**config.mk**
```make
export PLATFORM = sky130hd
export DESIGN_NAME = cbm_top
export DESIGN_NICKNAME = d
export VERILOG_FILES = /design/src/core/cbm_pkg.sv /design/src/core/cbm_cycle_timer.sv /design/src/core/cbm_top.sv
export SDC_FILE = /design/constraint.sdc
export NUM_CORES = 1
export LEC_CHECK = 0
export ABC_AREA = 1
export BUFFER_PORTS_ARGS = -buffer_cell sky130_fd_sc_hd__buf_2
export CAP_MARGIN = 20
export CELL_PAD_IN_SITES_DETAIL_PLACEMENT = 0
export CELL_PAD_IN_SITES_GLOBAL_PLACEMENT = 1
export CORE_ASPECT_RATIO = 1.25
export CORE_MARGIN = 10
export CORE_UTILIZATION = 30
export DETAILED_ROUTE_END_ITERATION = 10
export GPL_TIMING_DRIVEN = 0
export PLACE_DENSITY_LB_ADDON = 0.1
export SETUP_SLACK_MARGIN = 0.15
export SYNTH_ARGS = -nofsm -noshare
export SYNTH_HDL_FRONTEND = slang
export SYNTH_SLANG_ARGS = --single-unit
```
**constraint.sdc**
```tcl
create_clock -name pclk -period 2.3 [get_ports pclk]
set_input_delay 0.115 -clock pclk [delete_from_list [all_inputs] [get_ports pclk]]
set_output_delay 0.115 -clock pclk [all_outputs]
set_load 0.05 [all_outputs]
```
**src/core/cbm_pkg.sv**
```systemverilog
// Purpose: constants for the chip-select base and mode register block
// Assumes: 32-bit APB, one aligned word per register
// Notes:   register offsets are byte addresses
//
// Function
// base bits 15:7 hold address 23:15
// base bit 3 holds address bit 11
// base bits 6:4 and 2:0 read zero
// reset loads 0x0200 and 0x0600
// zero cs2 base extends cs1 to top
// zero cs1 base has no special meaning
// mode bits 15:14 select acknowledge mode
// mode holds wait count before strobe
// ack modes: ignore, timeout, no timeout, reserved
// timeout 255 cycles or strobe wait field
// writes to unimplemented bits leave nothing

package cbm_pkg;

    // ****************************************
    // register map
    // ****************************************
    localparam logic [7:0]  CS1_BASE_OFS  = 8'h00;
    localparam logic [7:0]  CS2_BASE_OFS  = 8'h04;
    localparam logic [7:0]  CS1_MODE_OFS  = 8'h08;
    localparam logic [7:0]  CS2_MODE_OFS  = 8'h0c;
    localparam logic [7:0]  CYCLE_CMD_OFS = 8'h10;
    localparam logic [7:0]  STATUS_OFS    = 8'h14;

    // ****************************************
    // field layout and reset values
    // ****************************************
    localparam logic [15:0] BASE_MASK     = 16'hff88;
    localparam logic [15:0] MODE_MASK     = 16'hf8ff;
    localparam logic [15:0] CS1_BASE_RST  = 16'h0200;
    localparam logic [15:0] CS2_BASE_RST  = 16'h0600;
    localparam logic [15:0] MODE_RST      = 16'h0000;
    localparam logic [23:0] LAST_ADDR     = 24'hffffff;
    localparam int          ACK_MSB       = 15;
    localparam int          ACK_LSB       = 14;
    localparam int          PRE_MSB       = 7;
    localparam int          PRE_LSB       = 6;
    localparam int          STB_MSB       = 5;
    localparam int          STB_LSB       = 2;
    localparam int          POST_MSB      = 1;
    localparam int          POST_LSB      = 0;

    // ****************************************
    // acknowledge modes and timing
    // ****************************************
    localparam logic [1:0]  ACK_IGNORE    = 2'h0;
    localparam logic [1:0]  ACK_TIMEOUT   = 2'h1;
    localparam logic [1:0]  ACK_WAIT      = 2'h2;
    localparam logic [7:0]  ACK_TMO_MAX   = 8'hff;

    typedef enum logic [2:0] {
        CBM_IDLE,
        CBM_PRE,
        CBM_STROBE,
        CBM_POST
    } cbm_state_t;

endpackage

```
**src/core/cbm_cycle_timer.sv**
```systemverilog
// Purpose: down counter timing wait states and timeouts
// Assumes: load has priority over counting
// Notes:   expired is high while the count is zero

`timescale 1ns/100ps
`default_nettype none

module cbm_cycle_timer (
    input  wire logic       pclk,
    input  wire logic       presetn,
    input  wire logic       load,
    input  wire logic [7:0] load_val,
    output logic            expired
);

    logic [7:0] cnt_ff;

    always_ff @(posedge pclk or negedge presetn) begin
        if (!presetn) begin
            cnt_ff <= 8'h00;
        end else if (load) begin
            cnt_ff <= load_val;
        end else if (cnt_ff != 8'h00) begin
            cnt_ff <= cnt_ff - 8'h01;
        end
    end

    assign expired = (cnt_ff == 8'h00);

endmodule

`default_nettype wire

```
**src/core/cbm_top.sv**
```systemverilog
// Purpose: chip-select base and mode registers with a strobe sequencer
// Assumes: APB slave on pclk, external ack arrives asynchronously
// Notes:   one access per command write, status shows busy and result

`timescale 1ns/100ps
`default_nettype none

module cbm_top (
    input  wire logic        pclk,
    input  wire logic        presetn,
    input  wire logic        psel,
    input  wire logic        penable,
    input  wire logic        pwrite,
    input  wire logic [7:0]  paddr,
    input  wire logic [31:0] pwdata,
    output logic [31:0]      prdata,
    output logic             pready,
    output logic             pslverr,
    input  wire logic        external_ack_input,
    output logic             cs1_select,
    output logic             cs2_select,
    output logic             strobe,
    output logic [23:0]      cs1_last_addr
);

    // ****************************************
    // declarations
    // ****************************************
    logic [15:0]         cs1_base_ff;
    logic [15:0]         cs2_base_ff;
    logic [15:0]         cs1_mode_ff;
    logic [15:0]         cs2_mode_ff;
    logic [31:0]         prdata_ff;
    logic                pready_ff;
    logic                pslverr_ff;
    logic                ack_meta_ff;
    logic                ack_sync_ff;
    logic [1:0]          stb_dly_ff;
    cbm_pkg::cbm_state_t state_ff;
    cbm_pkg::cbm_state_t nxt_state;
    logic                sel_cs2_ff;
    logic                done_ff;
    logic                timeout_ff;
    logic                cs1_sel_ff;
    logic                cs2_sel_ff;
    logic                strobe_ff;
    logic [23:0]         last_addr_ff;
    logic                wr_en;
    logic                rd_en;
    logic                mapped;
    logic                start;
    logic                cs2_off;
    logic [15:0]         mode;
    logic                tmr_load;
    logic [7:0]          tmr_val;
    logic                tmr_exp;
    logic                set_timeout;

    function automatic logic [31:0] widen(input logic [15:0] v);
        widen = {16'h0000, v};
    endfunction

    function automatic logic is_mapped(input logic [7:0] a);
        is_mapped = (a == cbm_pkg::CS1_BASE_OFS) ||
                    (a == cbm_pkg::CS2_BASE_OFS) ||
                    (a == cbm_pkg::CS1_MODE_OFS) ||
                    (a == cbm_pkg::CS2_MODE_OFS) ||
                    (a == cbm_pkg::CYCLE_CMD_OFS) ||
                    (a == cbm_pkg::STATUS_OFS);
    endfunction

    // ****************************************
    // apb decode
    // ****************************************
    assign mapped  = is_mapped(paddr);
    assign wr_en   = psel & penable & pwrite & ~pready_ff & mapped;
    assign rd_en   = psel & penable & ~pwrite & ~pready_ff;
    assign cs2_off = (cs2_base_ff == 16'h0000);
    assign start   = wr_en & (paddr == cbm_pkg::CYCLE_CMD_OFS) &
                     pwdata[0] & (state_ff == cbm_pkg::CBM_IDLE) &
                     ~(pwdata[1] & cs2_off);

    always_ff @(posedge pclk or negedge presetn) begin
        if (!presetn) begin
            pready_ff  <= 1'b0;
            pslverr_ff <= 1'b0;
        end else begin
            pready_ff  <= psel & penable & ~pready_ff;
            pslverr_ff <= psel & penable & ~pready_ff & ~mapped;
        end
    end

    // ****************************************
    // configuration registers
    // ****************************************
    always_ff @(posedge pclk or negedge presetn) begin
        if (!presetn) begin
            cs1_base_ff <= cbm_pkg::CS1_BASE_RST;
            cs2_base_ff <= cbm_pkg::CS2_BASE_RST;
        end else if (wr_en) begin
            if (paddr == cbm_pkg::CS1_BASE_OFS) begin
                cs1_base_ff <= pwdata[15:0] & cbm_pkg::BASE_MASK;
            end
            if (paddr == cbm_pkg::CS2_BASE_OFS) begin
                cs2_base_ff <= pwdata[15:0] & cbm_pkg::BASE_MASK;
            end
        end
    end

    always_ff @(posedge pclk or negedge presetn) begin
        if (!presetn) begin
            cs1_mode_ff <= cbm_pkg::MODE_RST;
            cs2_mode_ff <= cbm_pkg::MODE_RST;
        end else if (wr_en) begin
            if (paddr == cbm_pkg::CS1_MODE_OFS) begin
                cs1_mode_ff <= pwdata[15:0] & cbm_pkg::MODE_MASK;
            end
            if (paddr == cbm_pkg::CS2_MODE_OFS) begin
                cs2_mode_ff <= pwdata[15:0] & cbm_pkg::MODE_MASK;
            end
        end
    end

    // cs1 window ends below cs2 start, or at the top when cs2 is off
    always_ff @(posedge pclk or negedge presetn) begin
        if (!presetn) begin
            last_addr_ff <= 24'h000000;
        end else if (cs2_off) begin
            last_addr_ff <= cbm_pkg::LAST_ADDR;
        end else begin
            last_addr_ff <= {cs2_base_ff[15:7], 3'h0, cs2_base_ff[3],
                             11'h000} - 24'h000001;
        end
    end

    // ****************************************
    // read data
    // ****************************************
    always_ff @(posedge pclk or negedge presetn) begin
        if (!presetn) begin
            prdata_ff <= 32'h00000000;
        end else if (rd_en) begin
            unique case (paddr)
                cbm_pkg::CS1_BASE_OFS:  prdata_ff <= widen(cs1_base_ff);
                cbm_pkg::CS2_BASE_OFS:  prdata_ff <= widen(cs2_base_ff);
                cbm_pkg::CS1_MODE_OFS:  prdata_ff <= widen(cs1_mode_ff);
                cbm_pkg::CS2_MODE_OFS:  prdata_ff <= widen(cs2_mode_ff);
                cbm_pkg::CYCLE_CMD_OFS: prdata_ff <= {31'h0, sel_cs2_ff};
                cbm_pkg::STATUS_OFS: begin
                    prdata_ff <= {28'h0, cs2_off, timeout_ff, done_ff,
                                  state_ff != cbm_pkg::CBM_IDLE};
                end
                default:                prdata_ff <= 32'h00000000;
            endcase
        end
    end

    // ****************************************
    // acknowledge synchroniser
    // ****************************************
    always_ff @(posedge pclk or negedge presetn) begin
        if (!presetn) begin
            ack_meta_ff <= 1'b0;
            ack_sync_ff <= 1'b0;
            stb_dly_ff  <= 2'b00;
        end else begin
            ack_meta_ff <= external_ack_input;
            ack_sync_ff <= ack_meta_ff;
            stb_dly_ff  <= {stb_dly_ff[0], strobe_ff};
        end
    end

    // ****************************************
    // access sequencer
    // ****************************************
    assign mode = sel_cs2_ff ? cs2_mode_ff : cs1_mode_ff;
    always_comb begin
        nxt_state   = state_ff;
        tmr_load    = 1'b0;
        tmr_val     = 8'h00;
        set_timeout = 1'b0;
        unique case (state_ff)
            cbm_pkg::CBM_IDLE: begin
                if (start) begin
                    nxt_state = cbm_pkg::CBM_PRE;
                    tmr_load  = 1'b1;
                    tmr_val   = {6'h00, pwdata[1] ?
                        cs2_mode_ff[cbm_pkg::PRE_MSB:cbm_pkg::PRE_LSB] :
                        cs1_mode_ff[cbm_pkg::PRE_MSB:cbm_pkg::PRE_LSB]};
                end
            end
            cbm_pkg::CBM_PRE: begin
                if (tmr_exp) begin
                    nxt_state = cbm_pkg::CBM_STROBE;
                    tmr_load  = 1'b1;
                    tmr_val   = {4'h0,
                        mode[cbm_pkg::STB_MSB:cbm_pkg::STB_LSB]};
                    if ((mode[cbm_pkg::ACK_MSB:cbm_pkg::ACK_LSB] ==
                         cbm_pkg::ACK_TIMEOUT) && (tmr_val == 8'h00)) begin
                        tmr_val = cbm_pkg::ACK_TMO_MAX;
                    end
                end
            end
            cbm_pkg::CBM_STROBE: begin
                unique case (mode[cbm_pkg::ACK_MSB:cbm_pkg::ACK_LSB])
                    cbm_pkg::ACK_TIMEOUT: begin
                        if (ack_sync_ff & stb_dly_ff[1]) begin
                            nxt_state = cbm_pkg::CBM_POST;
                        end else if (tmr_exp) begin
                            nxt_state   = cbm_pkg::CBM_POST;
                            set_timeout = 1'b1;
                        end
                    end
                    cbm_pkg::ACK_WAIT: begin
                        if (ack_sync_ff & stb_dly_ff[1]) begin
                            nxt_state = cbm_pkg::CBM_POST;
                        end
                    end
                    default: begin
                        if (tmr_exp) begin
                            nxt_state = cbm_pkg::CBM_POST;
                        end
                    end
                endcase
                if (nxt_state == cbm_pkg::CBM_POST) begin
                    tmr_load = 1'b1;
                    tmr_val  = {6'h00,
                        mode[cbm_pkg::POST_MSB:cbm_pkg::POST_LSB]};
                end
            end
            cbm_pkg::CBM_POST: begin
                if (tmr_exp) begin
                    nxt_state = cbm_pkg::CBM_IDLE;
                end
            end
            default: nxt_state = cbm_pkg::CBM_IDLE;
        endcase
    end
    cbm_cycle_timer u_timer (
        .pclk     (pclk),
        .presetn  (presetn),
        .load     (tmr_load),
        .load_val (tmr_val),
        .expired  (tmr_exp)
    );
    always_ff @(posedge pclk or negedge presetn) begin
        if (!presetn) begin
            state_ff   <= cbm_pkg::CBM_IDLE;
            sel_cs2_ff <= 1'b0;
        end else begin
            state_ff <= nxt_state;
            if (start) begin
                sel_cs2_ff <= pwdata[1];
            end
        end
    end

    // result flags clear at the start of the next access
    always_ff @(posedge pclk or negedge presetn) begin
        if (!presetn) begin
            done_ff    <= 1'b0;
            timeout_ff <= 1'b0;
        end else if (start) begin
            done_ff    <= 1'b0;
            timeout_ff <= 1'b0;
        end else begin
            if ((state_ff == cbm_pkg::CBM_POST) && tmr_exp) begin
                done_ff <= 1'b1;
            end
            if (set_timeout) begin
                timeout_ff <= 1'b1;
            end
        end
    end

    always_ff @(posedge pclk or negedge presetn) begin
        if (!presetn) begin
            cs1_sel_ff <= 1'b0;
            cs2_sel_ff <= 1'b0;
            strobe_ff  <= 1'b0;
        end else begin
            cs1_sel_ff <= (nxt_state != cbm_pkg::CBM_IDLE) &
                          ~(start ? pwdata[1] : sel_cs2_ff);
            cs2_sel_ff <= (nxt_state != cbm_pkg::CBM_IDLE) &
                          (start ? pwdata[1] : sel_cs2_ff);
            strobe_ff  <= (nxt_state == cbm_pkg::CBM_STROBE);
        end
    end

    assign prdata        = prdata_ff;
    assign pready        = pready_ff;
    assign pslverr       = pslverr_ff;
    assign cs1_select    = cs1_sel_ff;
    assign cs2_select    = cs2_sel_ff;
    assign strobe        = strobe_ff;
    assign cs1_last_addr = last_addr_ff;

endmodule

`default_nettype wire

```
==> results of run 1 <==
==> area by class of cell <==
| class | count | area share (%) |
|---|---|---|
| Sequential cell | 96 | 38.4 |
| Buffer | 42 | 4.99 |
| Multi-Input combinational cell | 402 | 34.5 |
| Inverter | 67 | 4.23 |
| Tap cell | 216 | 4.31 |
| Clock inverter | 5 | 0.998 |
| Timing Repair Buffer | 90 | 8.60 |
| Clock buffer | 11 | 4.03 |
==> critical path, delay by kind of cell (launching register included) <==
family	cells	cell delay [ps]
AND/OR/NAND/NOR	8	900
flip-flops	1	370
AO/OA/AOI/OAI	2	160
adder cells (fa/ha/maj)	1	230
buffers and inverters	5	410
==> cells in the final DEF, fill, tap and decap left out, types with 5 or more instances in the layout <==
cell type                   instances
sky130_fd_sc_hd__conb_1            18
sky130_fd_sc_hd__buf_2             74
sky130_fd_sc_hd__nor2_1            36
sky130_fd_sc_hd__buf_4             39
sky130_fd_sc_hd__clkbuf_1           6
sky130_fd_sc_hd__o21ai_2           27
sky130_fd_sc_hd__o21ai_0           46
sky130_fd_sc_hd__inv_2              8
sky130_fd_sc_hd__xnor2_1            5
sky130_fd_sc_hd__nand2_2           14
sky130_fd_sc_hd__dfrtp_1           93
sky130_fd_sc_hd__nor3_1             7
sky130_fd_sc_hd__nor2_4             6
sky130_fd_sc_hd__a21oi_2            7
sky130_fd_sc_hd__buf_6              7
sky130_fd_sc_hd__nand2_4            5
sky130_fd_sc_hd__nand2_1          161
sky130_fd_sc_hd__nor2_2             7
sky130_fd_sc_hd__inv_1             54
sky130_fd_sc_hd__clkbuf_16          9
sky130_fd_sc_hd__nand4_1            7
sky130_fd_sc_hd__nand3_1           28
==> worst paths after layout <==
check,from,end,slack (ps),cells past startpoint
worst max-delay path,sel_cs2_ff,u_timer.cnt_ff[2],120,16
worst min-delay path,pwdata[8],cs2_base_ff[8],30,3
worst max register to register,sel_cs2_ff,u_timer.cnt_ff[2],120,16
worst min register to register,ack_meta_ff,ack_sync_ff,360,0
max in group asynchronous,presetn,cs2_base_ff[7],1310,3
min in group asynchronous,presetn,pready,290,2
==> flip-flops by register name, summed over array words and instances (netlist names), 2 cells and up <==
name            flops
u_timer.cnt_ff      8
cs2_base_ff        10
cs1_base_ff        10
cs1_last_addr      11
state_ff            3
prdata             16
stb_dly_ff          2
cs1_mode_ff        13
cs2_mode_ff        13
==> power groups by stage <==
stage	Sequential, uW	Clock [uW]	Combinational [uW]
floorplan	1770	0	205
global placement	1750	0	335
detailed placement	1750	0	345
CTS	1720	1650	352
global route	1720	1710	378
finish	1720	1590	347
==> per-stage QoR <==
step | hold WS [ps] | std cells
2_1_floorplan | -181 | 607
3_3_place_gp | 227 | 897
3_5_place_dp | 148 | 898
4_1_cts | 24.2 | 928
5_1_grt | 49.6 | 929
6_report | 30.6 | 929
==> cells by family (layout without fill, tap and decap cells) <==
group / count (synthesis) / in the layout / synth area share (%)
AO/OA/AOI/OAI: 93 / 93 / 11.9
XOR/XNOR: 7 / 7 / 1.24
adder cells (fa/ha/maj): 4 / 4 / 1.01
buffers and inverters: 109 / 215 / 11.2
flip-flops: 96 / 96 / 48.6
multiplexers: 1 / 1 / 0.202
other: 2 / 18 / 0.152
AND/OR/NAND/NOR: 279 / 279 / 25.7
==> metal layers <==
metal  vias up  global-route usage, %  part of all wire [%]
met3        13                   2.49                   3.8
met1      1993                   15.4                    40
met5         -                      0                     0
met4         0                   5.00                   1.7
li1       2059                      -                     -
met2        70                   25.5                    54
==> repair_timing <==
action                                  in CTS  in global routing
gates resized for setup                     31                 12
cloned                                       1                  0
endpoints found under the setup margin      24                 12
hold endpoints to repair                    39                  0
hold buffers                                 4                  0
setup buffers                                9                  1
pin swaps                                    9                 13
==> qor.log, run 1 <==
INFO  status         outcome=complete, no violations
INFO  layout         area_growth_syn_to_layout=26.7%
INFO  logic_synthesis yosys_warnings=0
INFO  layout         final_nets=758
INFO  detailed_routing post_drt_via_cell_ratio=4.45
INFO  global_route   globalRoute.totalOverflow=0
INFO  die            dieArea=0.0221mm^2
INFO  global_route   first_global_vias=4432
INFO  power_and_ir_drop vdd_drop_max=0.291mV
INFO  logic_synthesis post-synth-top-count-cell=sky130_fd_sc_hd__nand2_1
INFO  power_and_ir_drop power_frac_clock=43.5%
INFO  timing         final_clock_skew=6.04ps
INFO  power_and_ir_drop total_power=3660uW
INFO  placement      place.detailed.hpwl=11.0mm
INFO  die            boundaryPins=107
INFO  logic_synthesis syn_area=0.00495mm^2
INFO  setup_path     critical_path.slowest_cell=sky130_fd_sc_hd__dfrtp_1
INFO  min_path       hold_path.class=in2reg
INFO  layout         fillerInstances=1739
INFO  timing         worstMarginPinSlew=823ps
INFO  cts            clkSlewWorstSetupHoldPaths=70ps
INFO  layout         final_area=0.00627mm^2
INFO  placement      gp_congestion=0.827
INFO  detailed_routing final_ant_viol_nets=0
INFO  cts            clock_tree.buffer_depth=2
INFO  setup_path     timing.critical_path.slowest_cell_delay=370ps
INFO  cts            cts.sinks=96
INFO  timing         fin_setup_tns=0ps
INFO  die            dieHeight=164um
INFO  timing         period_share=94.8%
INFO  timing         setup-violations-final=0
INFO  logic_synthesis synth-edff-count=0
INFO  power_and_ir_drop total_switching_power=945uW
INFO  logic_synthesis netlist-cell-type-count=39
INFO  cts            clkLatencyLatePin=350ps
INFO  global_route   globalRouteTotalUtil=13.8%
INFO  timing         slew_headroom=44.8%
INFO  timing         unrepaired_setup_endpoints_after_global_routing=true
INFO  detailed_routing initialDrtViolationCount=174
INFO  setup_path     worstSetupStartpointType=register
INFO  setup_path     kind_of_end_point_of_the_critical_path=register
INFO  logic_synthesis yosys-top-cells-count=sky130_fd_sc_hd__nand2_1 (163), sky130_fd_sc_hd__dfrtp_1 (93), sky130_fd_sc_hd__inv_1 (61)
INFO  timing         clock_period_minus_final_worst_setup_slack=2180ps
INFO  timing         timing_hold_violations_final=0
INFO  layout         postLayoutCoreUtil=38.7%
INFO  logic_synthesis post_synth_inst_count=591
INFO  power_and_ir_drop powerDensity=583mW/mm^2
INFO  setup_path     crit_chain=buf_6 -> inv_8 -> or2_4 -> o21ai_4 -> inv_2 -> ha_4 -> inv_4 -> nand2_4 -> nor2_4 -> nor2_1 -> o21ai_1 -> nor2_2 -> inv_2 -> nand3_4 -> nor2_4 -> nor2_1
INFO  die            placeableCoreArea=0.0162mm^2
INFO  logic_synthesis ys.flop_type=sky130_fd_sc_hd__dfrtp_1
INFO  power_and_ir_drop seq_power_share=47.0%
INFO  detailed_routing detail_route.drc_violations=0
INFO  flow_run       max_cap_viol_count=0
INFO  detailed_routing total_iterations_of_the_first_detailed_routing_run=4
INFO  placement      dpl-instance-area=0.00570mm^2
INFO  detailed_routing wirelength=14.6mm
INFO  layout         drive_gt1_share=32.1%
INFO  setup_path     required=2530ps
INFO  setup_path     path_class=reg2reg
INFO  timing         timing.fmax=459MHz
INFO  layout         multiInputGateArea=0.00216mm^2
INFO  global_route   antenna_found_initial=0
INFO  power_and_ir_drop share_comb_of_total_power=9.5%
INFO  layout         antenna_cells=0
INFO  cts            cts_tree=built
INFO  logic_synthesis synth_area_per_cell=8.37um^2
INFO  cts            cts.root.buffer_cell=sky130_fd_sc_hd__clkbuf_16
INFO  power_and_ir_drop leakagePower=0.00323uW
INFO  timing         final_critical_path_setup_slack=121ps
INFO  detailed_routing routed-via-count=4135
INFO  timing         report.final.slew_viol_count=0
INFO  power_and_ir_drop sw_frac_of_total=25.8%
INFO  global_route   grt_pass1_wl=23.8mm
INFO  logic_synthesis postSynth.asyncResetShare=100%
INFO  die            die_w=135um
INFO  power_and_ir_drop intPower=2710uW
INFO  logic_synthesis ys_seq_elements=96
INFO  cts            cts_made_buffers=9
INFO  placement      pre_cts_ws=-197ps
INFO  logic_synthesis post_synth_main_area_contributors=sky130_fd_sc_hd__dfrtp_1 (47%), sky130_fd_sc_hd__nand2_1 (12%), sky130_fd_sc_hd__o21ai_0 (5.0%)
INFO  logic_synthesis synth_seq_area_share=48.6%
INFO  logic_synthesis netlist.top_cell.by_area=sky130_fd_sc_hd__dfrtp_1
INFO  die            core.rowCount=52
INFO  die            initial_utilization=30.5%
INFO  logic_synthesis synth_top_cell_area_share=47.0%
INFO  setup_path     crit_fanout=6
INFO  global_route   largest_net_degree_at_the_start_of_global_routing=59
INFO  cts            clock_h_tree_levels=3
INFO  detailed_routing routedWlPerCell=15.7um
INFO  setup_path     worstPathArrival=2410ps
INFO  layout         regArea=0.00241mm^2
INFO  placement      port_buffers=74
Power figures use the tool's default switching activity.
==> inputs of run 2 (changes only) <==
CELL_PAD_IN_SITES_DETAIL_PLACEMENT = default   (was 0)
CELL_PAD_IN_SITES_GLOBAL_PLACEMENT = default   (was 1)
PLACE_DENSITY_LB_ADDON = default   (was 0.1)
SYNTH_HIERARCHICAL = 1   (was default)
==> qor.log, run 2 <==
INFO  die            initial_utilization=30.5% [-0.071 points]
INFO  die            placeableCoreArea=0.0161mm^2 [-0.40%]
INFO  cts            clkSlewWorstSetupHoldPaths=80ps [about the same]
INFO  detailed_routing initialDrtViolationCount=226 [+30%]
INFO  global_route   antenna_found_initial=0 [unchanged]
INFO  power_and_ir_drop vdd_drop_max=0.301mV [+3.3%]
INFO  die            dieHeight=163um [-0.28%]
INFO  timing         worstMarginPinSlew=517ps [-306 ps]
INFO  detailed_routing routedWlPerCell=14.2um [-9.5%]
INFO  logic_synthesis netlist.top_cell.by_area=sky130_fd_sc_hd__dfrtp_1
INFO  flow_run       max_cap_viol_count=0 [unchanged]
INFO  cts            clkLatencyLatePin=350ps [about the same]
INFO  die            boundaryPins=107 [unchanged]
INFO  layout         final_area=0.00621mm^2 [-0.98%]
INFO  power_and_ir_drop leakagePower=0.00324uW [+0.48%]
INFO  setup_path     kind_of_end_point_of_the_critical_path=register
INFO  status         outcome=complete, no violations
INFO  logic_synthesis yosys-top-cells-count=sky130_fd_sc_hd__nand2_1 (202), sky130_fd_sc_hd__dfrtp_1 (93), sky130_fd_sc_hd__inv_1 (57)
INFO  cts            cts.root.buffer_cell=sky130_fd_sc_hd__clkbuf_16
INFO  die            die_w=134um [-0.27%]
INFO  timing         slew_headroom=65.5% [+21 points]
INFO  logic_synthesis synth_top_cell_area_share=47.3% [+0.30 points]
INFO  logic_synthesis syn_area=0.00492mm^2 [-0.63%]
INFO  layout         layout_common_cells=sky130_fd_sc_hd__nand2_1 (199), sky130_fd_sc_hd__dfrtp_1 (93), sky130_fd_sc_hd__buf_2 (76), sky130_fd_sc_hd__inv_1 (52), sky130_fd_sc_hd__o21ai_0 (39)
INFO  global_route   global_route.usage.met3=2.95% [+0.46 points]
INFO  setup_path     worstPathArrival=2380ps [-30 ps]
INFO  detailed_routing wirelength=13.3mm [-8.9%]
INFO  placement      port_buffers=74 [unchanged]
INFO  global_route   top_usage_layer=met2
INFO  cts            cts.sinks=96 [unchanged]
INFO  logic_synthesis yosys_warnings=6 [+6]
INFO  global_route   globalRouteTotalUtil=12.3% [-1.5 points]
INFO  global_route   largest_net_degree_at_the_start_of_global_routing=72 [+22%]
INFO  timing         report.final.slew_viol_count=0 [unchanged]
INFO  timing         timing.fmax=468MHz [+2.0%]
INFO  logic_synthesis synth-edff-count=0 [unchanged]
INFO  timing         final_clock_skew=9.29ps [+3.25 ps]
INFO  layout         postLayoutCoreUtil=38.5% [-0.22 points]
INFO  logic_synthesis synth_seq_area_share=48.9% [+0.31 points]
INFO  layout         number_of_flip_flops_under_the_largest_register_name=16 [unchanged]
INFO  layout         final_nets=764 [+0.79%]
INFO  cts            clock_h_tree_levels=3 [unchanged]
INFO  setup_path     path_class=reg2reg
INFO  detailed_routing post_drt_via_cell_ratio=4.43 [-0.52%]
INFO  logic_synthesis ys_seq_elements=96 [unchanged]
INFO  detailed_routing total_iterations_of_the_first_detailed_routing_run=4 [unchanged]
INFO  layout         area_growth_syn_to_layout=26.3%
INFO  global_route   first_global_vias=4110 [-7.3%]
INFO  logic_synthesis postSynth.asyncResetShare=100% [unchanged]
INFO  die            core.rowCount=52 [unchanged]
INFO  logic_synthesis ys.flop_type=sky130_fd_sc_hd__dfrtp_1
INFO  min_path       hold_path.class=in2reg
INFO  timing         period_share=92.9% [-1.8 points]
INFO  power_and_ir_drop powerDensity=661mW/mm^2 [+13%]
INFO  detailed_routing detail_route.drc_violations=0 [unchanged]
INFO  setup_path     worstSetupStartpointType=register
INFO  cts            clock_tree.buffer_depth=2 [unchanged]
INFO  cts            cts_made_buffers=9 [unchanged]
INFO  timing         finalHoldWorstSlack=9.43ps [-21.2 ps]
INFO  timing         timing_hold_violations_final=0 [unchanged]
INFO  global_route   globalRoute.totalOverflow=0 [unchanged]
INFO  timing         setup-violations-final=0 [unchanged]
INFO  logic_synthesis netlist-cell-type-count=38 [-2.6%]
INFO  global_route   globalRouteMet1Util=13.8% [-1.6 points]
INFO  placement      place.detailed.hpwl=9.96mm [-9.4%]
INFO  die            dieArea=0.0219mm^2 [-0.55%]
INFO  timing         unrepaired_setup_endpoints_after_global_routing=true
INFO  setup_path     crit_fanout=5 [-1]
INFO  logic_synthesis synth_area_per_cell=8.17um^2 [-2.4%]
INFO  layout         final_common_cell=sky130_fd_sc_hd__nand2_1
INFO  global_route   grt_pass1_wl=21.4mm [-10%]
INFO  logic_synthesis post_synth_inst_count=602 [+1.9%]
INFO  placement      gp_congestion=0.833 [+0.71%]
INFO  timing         clock_period_minus_final_worst_setup_slack=2140ps [-42.2 ps]
INFO  detailed_routing final_ant_viol_nets=0 [unchanged]
INFO  global_route   grt_use_met2=21.0% [-4.5 points]
INFO  setup_path     required=2550ps [+20 ps]
INFO  placement      dpl-instance-area=0.00566mm^2 [-0.72%]
INFO  layout         antenna_cells=0 [unchanged]
INFO  cts            cts_tree=built
INFO  detailed_routing routed-via-count=4140 [+0.12%]
INFO  layout         drive_gt1_share=30.5% [-1.7 points]
INFO  logic_synthesis post-synth-top-count-cell=sky130_fd_sc_hd__nand2_1
INFO  logic_synthesis post_synth_main_area_contributors=sky130_fd_sc_hd__dfrtp_1 (47%), sky130_fd_sc_hd__nand2_1 (15%), sky130_fd_sc_hd__o21ai_2 (5.2%)
-- run 2: timing repair --
item / in CTS / in global routing
hold buffers: 3 / 0
hold endpoints to repair: 27 / 0
pin swaps: 0 / 5
resized for setup: 18 / 21
setup endpoints to repair: 13 / 11
gates cloned: 1 / 0
buffers inserted: 2 / 4
-- run 2: final timing paths --
path                                     from                 to  slack [ps]  cells after the start
worst min register to register  stb_dly_ff[0]      stb_dly_ff[1]         350                      0
worst min-delay path                pwdata[9]     cs2_base_ff[9]           9                      3
worst max register to register     sel_cs2_ff  u_timer/cnt_ff[1]         160                     15
max in group asynchronous             presetn    cs2_base_ff[10]        1380                      3
min in group asynchronous             presetn          prdata[0]         230                      2
worst max-delay path               sel_cs2_ff  u_timer/cnt_ff[1]         160                     15
-- run 2: routing by layer --
| layer | vias up | share of wire [%] |
|---|---|---|
| met5 | - | 0 |
| met2 | 88 | 51 |
| met4 | 0 | 3.6 |
| met3 | 22 | 4.1 |
| li1 | 2085 | - |
| met1 | 1945 | 41 |
-- run 2: through the flow --
stage / setup WS (ps) / setup TNS [ps] / cells / power (uW)
after detailed placement: -298 / -2210 / 909 / 2530
after CTS: 177 / 0 / 931 / 4130
after floorplan: 153 / 0 / 618 / 2360
final: 163 / 0 / 935 / 4110
after global routing: 24.0 / 0 / 935 / 4310
after global placement: -294 / -2280 / 908 / 2510
-- run 2: logic make-up after synthesis --
| logic type | share of synthesized area, % |
|---|---|
| xor+xnor | 0.535 |
| mux | 0.611 |
| fa+ha+maj | 1.02 |
| simple gates | 24.8 |
| compound gates | 12.6 |
| flops | 48.9 |
| buf+inv | 11.4 |
| other cells | 0.153 |
-- run 2: cell type report --
type / count / area, um^2
plain buffers: 44 / 329
clock buffers: 9 / 225
clock inverters: 7 / 88.8
fillers: 1706 / 9930
inverters: 64 / 246
multi-input cells: 414 / 2160
flip-flops and latches: 96 / 2410
well taps: 216 / 270
repair buffers: 85 / 480
-- run 2: worst max-delay path, cell delays in order (launching register included) --
cell and delay, ps:
sky130_fd_sc_hd__dfrtp_1 370, sky130_fd_sc_hd__buf_6 110, sky130_fd_sc_hd__clkinvlp_4 110, sky130_fd_sc_hd__or2_4 260, sky130_fd_sc_hd__o21ai_4 90, sky130_fd_sc_hd__inv_2 60
sky130_fd_sc_hd__ha_4 240, sky130_fd_sc_hd__nor2_4 100, sky130_fd_sc_hd__nand2_2 70, sky130_fd_sc_hd__nand3_4 100, sky130_fd_sc_hd__nand3_4 100, sky130_fd_sc_hd__buf_6 150
sky130_fd_sc_hd__nand2_1 60, sky130_fd_sc_hd__o21ai_0 80, sky130_fd_sc_hd__nand2_1 80, sky130_fd_sc_hd__o21ai_2 50
-- run 2: power by group --
| group | total, uW | switching [uW] | internal [uW] |
|---|---|---|---|
| clock | 1590 | 720 | 869 |
| sequential | 1840 | 70.2 | 1770 |
| combinational | 674 | 450 | 224 |
